==> src/rtl/runaway_pkg.sv <==
// Shared constants and types for the battery thermal runaway monitor
// How it works
// RULE1 - Flag a channel when its temperature exceeds ambient by over 40 C.
// RULE2 - Flag a channel when its absolute temperature exceeds 80 C.
// RULE3 - Alarms stay latched until reset button is held long then released.
// RULE4 - Any latched channel closes the summary alarm contact output.
// RULE5 - Buzzer sounds only on a unit with its own channel latched.
// RULE6 - Summary overheat indicator lights when any chained unit reports runaway.
// RULE7 - Channel indicator: off when fine, steady on when latched, flashing when absent.
// RULE8 - Absent probe channels are ignored; other channels keep working.
// RULE9 - Summary combines at most four chained units on one error line.
// RULE10 - Summary dry contact closes (normally open) when the error line is asserted.
// RULE11 - Reset button debounced; only a long enough hold then release clears.
// RULE12 - Temperatures arrive as digital samples with per-channel probe-present flags.
package runaway_pkg;
	localparam int TEMP_W = 12;              // Signed, 1/16 degree C per lsb
	localparam int TEMP_FRAC = 4;
	localparam int RISE_LIMIT_C = 40;
	localparam int ABS_LIMIT_C = 80;
	localparam logic signed [TEMP_W:0] RISE_LIMIT = 13'(RISE_LIMIT_C <<< TEMP_FRAC);
	localparam logic signed [TEMP_W:0] ABS_LIMIT = 13'(ABS_LIMIT_C <<< TEMP_FRAC);
	localparam int CLK_HZ = 25_000_000;
	localparam int HOLD_MS = 3000;           // Minimum reset hold time
	localparam int DEBOUNCE_MS = 20;
	localparam int FLASH_MS = 250;           // Half period of the absent-probe flash
	localparam int HOLD_CYC = HOLD_MS * (CLK_HZ / 1000);
	localparam int DEBOUNCE_CYC = DEBOUNCE_MS * (CLK_HZ / 1000);
	localparam int FLASH_CYC = FLASH_MS * (CLK_HZ / 1000);
	localparam int MAX_UNITS = 4;
	typedef enum logic [1:0] {
		BTN_IDLE,
		BTN_HELD,
		BTN_ARMED
	} btn_state_t;
endpackage

==> src/rtl/reset_btn_if.sv <==
// Handshake between the top monitor and the reset button qualifier
`timescale 1ns/1ps
`default_nettype none
interface reset_btn_if;
	logic clear_pulse; // One-cycle latch clear
	logic pressed;     // Debounced button level
	modport qual (output clear_pulse, output pressed);
	modport mon (input clear_pulse, input pressed);
endinterface
`default_nettype wire

==> src/rtl/battery_thermal_runaway_monitor.sv <==
// Sensor unit runaway detection plus summary relay combining logic
`timescale 1ns/1ps
`default_nettype none
module battery_thermal_runaway_monitor
	import runaway_pkg::*;
#(
	parameter int NCH = 5,
	parameter int HOLD_CYCLES = HOLD_CYC,
	parameter int DEB_CYCLES = DEBOUNCE_CYC,
	parameter int FLASH_CYCLES = FLASH_CYC
) (
	input wire logic clk,                       // 25 MHz clock
	input wire logic rst_b,                     // Async reset, active low
	input wire logic [NCH*TEMP_W-1:0] chan_temp, // Channel samples, signed
	input wire logic [TEMP_W-1:0] amb_temp,     // Ambient sample, signed
	input wire logic [NCH-1:0] probe_present,   // From converter
	input wire logic reset_btn,                 // Pin, high when pressed
	input wire logic [MAX_UNITS-1:0] chain_err, // Error lines of chained units
	output logic [NCH-1:0] channel_indicators,  // Per-channel LEDs
	output logic buzzer,                        // Audible alarm, this unit
	output logic err_out,                       // This unit's error line
	output logic summary_overheat_indicator,    // Summary unit LED
	output logic summary_contact                // Normally open contact closed
);
	logic btn_m_ff, btn_s_ff;
	logic [MAX_UNITS-1:0] err_m_ff, err_s_ff;
	logic [NCH-1:0] latch_ff, nxt_latch;
	logic [NCH-1:0] hit;
	logic [31:0] flash_cnt_ff, nxt_flash_cnt;
	logic flash_ff, nxt_flash;
	logic [NCH-1:0] led_ff, nxt_led;
	logic buz_ff, nxt_buz, err_ff, nxt_err, sum_led_ff, nxt_sum_led, cont_ff, nxt_cont;
	reset_btn_if rb ();

	// Compare one sample against ambient and the absolute limit
	function automatic logic over_limit(input logic [TEMP_W-1:0] t, input logic [TEMP_W-1:0] a);
		logic signed [TEMP_W:0] ts;
		logic signed [TEMP_W:0] as_;
		ts = {t[TEMP_W-1], t};
		as_ = {a[TEMP_W-1], a};
		over_limit = ((ts - as_) > RISE_LIMIT) || (ts > ABS_LIMIT); // RULE1 RULE2
	endfunction

	// Pin synchronisers; first stage is read only by the second
	always_ff @(posedge clk or negedge rst_b) begin
		if (!rst_b) begin
			btn_m_ff <= 1'b0;
			btn_s_ff <= 1'b0;
			err_m_ff <= '0;
			err_s_ff <= '0;
		end else begin
			btn_m_ff <= reset_btn;
			btn_s_ff <= btn_m_ff;
			err_m_ff <= chain_err;
			err_s_ff <= err_m_ff;
		end
	end

	reset_btn_qual #(
		.HOLD_CYCLES(HOLD_CYCLES),
		.DEB_CYCLES(DEB_CYCLES)
	) u_btn (
		.clk(clk),
		.rst_b(rst_b),
		.btn_sync(btn_s_ff),
		.bus(rb.qual)
	);

	// Per-channel detection; samples are digital words with a present flag
	genvar g;
	generate
		for (g = 0; g < NCH; g++) begin : g_ch
			assign hit[g] = probe_present[g] && // RULE8 RULE12
				over_limit(chan_temp[g*TEMP_W +: TEMP_W], amb_temp);
		end
	endgenerate

	// Latches: a new hit in the clear cycle wins and stays set
	always_comb begin
		nxt_latch = latch_ff;
		if (rb.clear_pulse) begin
			nxt_latch = '0; // RULE3
		end
		nxt_latch = nxt_latch | hit; // RULE3
	end

	// Free running flash divider for absent probes
	always_comb begin
		nxt_flash_cnt = flash_cnt_ff + 32'h1;
		nxt_flash = flash_ff;
		if (flash_cnt_ff >= 32'(FLASH_CYCLES - 1)) begin
			nxt_flash_cnt = '0;
			nxt_flash = !flash_ff;
		end
	end

	// Outputs; latched alarm outranks a since-removed probe
	always_comb begin
		for (int i = 0; i < NCH; i++) begin
			if (latch_ff[i]) begin
				nxt_led[i] = 1'b1; // RULE7
			end else if (!probe_present[i]) begin
				nxt_led[i] = flash_ff; // RULE7
			end else begin
				nxt_led[i] = 1'b0;
			end
		end
		nxt_buz = |latch_ff; // RULE5
		nxt_err = |latch_ff; // RULE4
		// Own alarm merged locally so a lone unit still closes the contact
		nxt_sum_led = (|err_s_ff) || (|latch_ff); // RULE6 RULE9
		nxt_cont = (|err_s_ff) || (|latch_ff); // RULE10 RULE4
	end

	always_ff @(posedge clk or negedge rst_b) begin
		if (!rst_b) begin
			latch_ff <= '0;
			flash_cnt_ff <= 32'h0;
			flash_ff <= 1'b0;
			led_ff <= '0;
			buz_ff <= 1'b0;
			err_ff <= 1'b0;
			sum_led_ff <= 1'b0;
			cont_ff <= 1'b0;
		end else begin
			latch_ff <= nxt_latch;
			flash_cnt_ff <= nxt_flash_cnt;
			flash_ff <= nxt_flash;
			led_ff <= nxt_led;
			buz_ff <= nxt_buz;
			err_ff <= nxt_err;
			sum_led_ff <= nxt_sum_led;
			cont_ff <= nxt_cont;
		end
	end

	assign channel_indicators = led_ff;
	assign buzzer = buz_ff;
	assign err_out = err_ff;
	assign summary_overheat_indicator = sum_led_ff;
	assign summary_contact = cont_ff;
endmodule
`default_nettype wire

==> src/rtl/reset_btn_qual.sv <==
// Debounce and long-hold qualifier for the latch reset button
`timescale 1ns/1ps
`default_nettype none
module reset_btn_qual
	import runaway_pkg::*;
#(
	parameter int HOLD_CYCLES = HOLD_CYC,
	parameter int DEB_CYCLES = DEBOUNCE_CYC
) (
	input wire logic clk,       // 25 MHz clock
	input wire logic rst_b,     // Async reset, active low
	input wire logic btn_sync,  // Synchronised button, high when pressed
	reset_btn_if.qual bus       // Qualified outputs
);
	logic [31:0] deb_cnt_ff, nxt_deb_cnt;
	logic [31:0] hold_cnt_ff, nxt_hold_cnt;
	logic level_ff, nxt_level;
	logic clr_ff, nxt_clr;
	btn_state_t state_ff, nxt_state;

	// Debounce: level follows the input only after it is stable
	always_comb begin
		nxt_deb_cnt = deb_cnt_ff;
		nxt_level = level_ff;
		if (btn_sync == level_ff) begin
			nxt_deb_cnt = '0;
		end else if (deb_cnt_ff >= 32'(DEB_CYCLES - 1)) begin
			nxt_deb_cnt = '0;
			nxt_level = btn_sync;
		end else begin
			nxt_deb_cnt = deb_cnt_ff + 32'h1;
		end
	end

	// Hold timer; clear fires on release only after the full hold
	always_comb begin
		nxt_state = state_ff;
		nxt_hold_cnt = hold_cnt_ff;
		nxt_clr = 1'b0;
		case (state_ff)
			BTN_IDLE: begin
				nxt_hold_cnt = '0;
				if (level_ff) begin
					nxt_state = BTN_HELD;
				end
			end
			BTN_HELD: begin
				if (!level_ff) begin
					nxt_state = BTN_IDLE; // RULE11
				end else if (hold_cnt_ff >= 32'(HOLD_CYCLES - 1)) begin
					nxt_state = BTN_ARMED;
				end else begin
					nxt_hold_cnt = hold_cnt_ff + 32'h1;
				end
			end
			BTN_ARMED: begin
				if (!level_ff) begin
					nxt_clr = 1'b1; // RULE3
					nxt_state = BTN_IDLE;
				end
			end
			default: nxt_state = BTN_IDLE;
		endcase
	end

	always_ff @(posedge clk or negedge rst_b) begin
		if (!rst_b) begin
			deb_cnt_ff <= 32'h0;
			hold_cnt_ff <= 32'h0;
			level_ff <= 1'b0;
			clr_ff <= 1'b0;
			state_ff <= BTN_IDLE;
		end else begin
			deb_cnt_ff <= nxt_deb_cnt;
			hold_cnt_ff <= nxt_hold_cnt;
			level_ff <= nxt_level;
			clr_ff <= nxt_clr;
			state_ff <= nxt_state;
		end
	end

	assign bus.clear_pulse = clr_ff;
	assign bus.pressed = level_ff;
endmodule
`default_nettype wire

==> config.mk <==
export PLATFORM = sky130hd
export DESIGN_NAME = battery_thermal_runaway_monitor
export DESIGN_NICKNAME = d
export VERILOG_FILES = /design/src/rtl/runaway_pkg.sv /design/src/rtl/reset_btn_if.sv /design/src/rtl/battery_thermal_runaway_monitor.sv /design/src/rtl/reset_btn_qual.sv
export SDC_FILE = /design/constraint.sdc
export NUM_CORES = 1
export LEC_CHECK = 0
export BUFFER_PORTS_ARGS = -buffer_cell sky130_fd_sc_hd__buf_2
export CORE_MARGIN = 10
export CORE_UTILIZATION = 29
export CTS_BUF_LIST = sky130_fd_sc_hd__clkbuf_16
export DETAILED_ROUTE_END_ITERATION = 16
export PLACE_DENSITY = 0.52
export RECOVER_POWER = 25
export SYNTH_ARGS = -nofsm -noshare
export SYNTH_HDL_FRONTEND = slang
export SYNTH_SLANG_ARGS = --single-unit
==> constraint.sdc <==
create_clock -name clk -period 3.67 [get_ports clk]
set_input_delay 0.734 -clock clk [delete_from_list [all_inputs] [get_ports clk]]
set_output_delay 0.734 -clock clk [all_outputs]
set_load 0.05 [all_outputs]
==> results.yml <==
place:
  hpwl_um: 15800
  place_congestion: 0.858
  port_buffers: 92
  dp.cells: 1379
  preCtsSetupSlack_ps: 326
cells_and_area:
  post-route-util_pct: 35.3
  syn2layout_area_growth_pct: 19.2
  final_cell_count_no_fill: 1411
  n_antenna_cell: 0
  mostFrequentLayoutCell: "dfrtp_1"
  drive_gt1_share_pct: 14.4
  fin_nets: 1172
  layout_common_cells: "dfrtp_1, nor2_1, buf_2, ha_1, nand2_1"
floorplan:
  io_pins: 93
  fp-row-count: 61
  core_area_um2: 28000
  fp.dieW_um: 189
  fp.dieH_um: 189
  die_area_um2: 35800
  initial_core_util_pct: 29.6
timing:
  slew_violations: 27
  hold_viol: 0
  fin_setup_tns_ps: 0
  relSlewSlack_pct: -2.85
  fin_crit_sh_pct: 80.6
  grt_setup_unrepaired: "no"
  fmax_mhz: 338
  min_period_ps: 2960
  skew_ps: 7.61
  setup_slack_ps: 714
  tightest_slew_ps: 1540
  final-setup-viol-count: 0
logic_synthesis:
  synth_edf_count: 0
  synth-seq-cells: 123
  synthFlopType: "dfrtp_1"
  yosys_warnings: 0
  syn_avg_cell_area_um2: 9.15
  syn-cell-area_um2: 8290
  ys_types: 77
  synthArstFlopShare_pct: 100
  netlist_instances: 906
  seq_area_frac_synth_pct: 37.1
status:
  violations: "max-capacitance violations, max-slew violations"
  run_status: "finished with violations"
detailed_routing:
  postRouteAntennaNets: 0
  wl_per_cell_um: 14.6
  vias: 6853
  firstDrtPassIters: 4
  wl_um: 20600
  drc: 0
  drt_iter0_drc: 348
  viasPerCell: 4.86
cts:
  cts_inserted_buffers: 17
  post_cts_resized: 0
  cts-root-buf: "clkbuf_16"
  hold_buffers: 0
  cts_buffer_depth: 2
  cts_setup_buffers: 0
  h-tree-depth: 4
  cts_tree: "done"
  clk_pin_slew_ps: 60
  cts.sinks: 123
  clk_latency_ps: 410
setup_path:
  criticalPathCategory: "register to register"
  r2r_slack_ps: 710
  reg2reg_to: "u_btn.hold_cnt_ff[24]$_DFFE_PN0P_"
  worst_ep_arrival_time_ps: 3310
  ff2ff_path_depth: 9
  cp_max_fo: 14
  critPathCapture: "u_btn.hold_cnt_ff[24]$_DFFE_PN0P_"
  worstSetupStartpointType: "register"
  crit_start: "u_btn.hold_cnt_ff[0]$_DFFE_PN0P_"
  crit_path_end_kind: "register"
  r2r-start: "u_btn.hold_cnt_ff[0]$_DFFE_PN0P_"
  crit_required_ps: 4020
min_path:
  hold_depth: 0
  hp-class: "register to register"
global_routing:
  groute.usage.overall_pct: 11.4
  overflow: 0
  grt_pass1_vias: 6879
  antenna_found_initial: 0
  grt_max_degree: 99
  grt_first_pass_wirelength_um: 34000
power_and_ir_drop:
  ir_drop_mv: 0.327
  total_power_uw: 3800
  p_leak_uw: 0.00431
  powerDensity_nw_per_um2: 385
run:
  cap_viol_max_count: 1
[cells by family (layout without fill, tap and decap cells)]
group | after synthesis | count (layout) | synth area share [%]
simple gates | 353 | 353 | 21.7
compound gates | 199 | 199 | 17.6
flops | 123 | 123 | 37.1
xor+xnor | 76 | 76 | 8.03
buf+inv | 76 | 182 | 3.55
fa+ha+maj | 68 | 68 | 10.7
mux | 10 | 10 | 1.25
other cells | 1 | 22 | 0.0452
[state kept, by name (all words and copies together) (netlist names), 2 cells and up]
| signal | cells |
|---|---|
| u_btn.deb_cnt_ff | 32 |
| u_btn.state_ff | 2 |
| latch_ff | 5 |
| err_s_ff | 4 |
| u_btn.hold_cnt_ff | 32 |
| channel_indicators | 5 |
| flash_cnt_ff | 32 |
| err_m_ff | 4 |
[layer usage]
layer | vias up | routed length [um] | GRT usage [%] | part of all wire (%)
met3 | 23 | 797 | 2.37 | 3.9
met1 | 3210 | 10000 | 14.6 | 49
met2 | 106 | 9430 | 18.8 | 46
met5 | - | 0 | 0 | 0
li1 | 3514 | - | - | -
met4 | 0 | 283 | 3.60 | 1.4
[synth_stat cells, types with 9 or more instances]
library cell  number  share of area [%]
and2_1             9               0.68
nand4_1           10               0.75
dfrtp_1          123                 37
nor3_1            21                1.3
o21ai_0           38                2.3
xor2_1            45                4.8
nor2_1           106                4.8
xnor2_1           31                3.3
ha_1              63                9.5
o2111ai_1         16                1.7
inv_1             55                2.5
clkbuf_1          16               0.72
nand2b_1           9               0.68
nand2_1           58                2.6
and3_1            21                1.6
a31oi_1           10               0.75
or3_1             12               0.91
a21oi_1           41                2.5
nor4_1            19                1.4
nor2b_1           19                1.4
nand3_1           36                2.2
[critical path: stages (launching register included)]
cell	delay (ps)
dfrtp_1	420
ha_1	230
and3_4	190
a31o_1	220
a2111o_1	420
a21oi_2	250
o311a_2	420
nand4_4	170
or4_1	490
nand2_1	70
[stage by stage]
step                      instance area [um2]  hold WS (ps)
after floorplan                          8370           331
after global placement                   9260           334
after detailed placement                 9260           335
after CTS                                9900           228
after global routing                     9880           354
final                                    9880           345
[worst min path at each step]
| stage | from | to |
|---|---|---|
| CTS | rst_b | btn_m_ff$_DFF_PN0_ |
| global placement | err_m_ff[2]$_DFF_PN0_ | err_s_ff[2]$_DFF_PN0_ |
| global route | err_m_ff[1]$_DFF_PN0_ | err_s_ff[1]$_DFF_PN0_ |
| detailed placement | err_m_ff[0]$_DFF_PN0_ | err_s_ff[0]$_DFF_PN0_ |
| floorplan | btn_m_ff$_DFF_PN0_ | btn_s_ff$_DFF_PN0_ |
| finish | err_m_ff[1]$_DFF_PN0_ | err_s_ff[1]$_DFF_PN0_ |
[area by class of cell]
class | instances | area, um2
multi-input cells | 728 | 5010
clock inverters | 15 | 214
well taps | 378 | 473
inverters | 55 | 206
fillers | 2863 | 18100
clock buffers | 17 | 425
flip-flops and latches | 123 | 3080
repair buffers | 95 | 482
[report_power, final]
group          internal (uW)  switching, uW
logic                    253            354
clock network           1150            655
registers               1380           9.53
total                   2780           1020
Note: power is estimated with default switching activity, not from simulation.
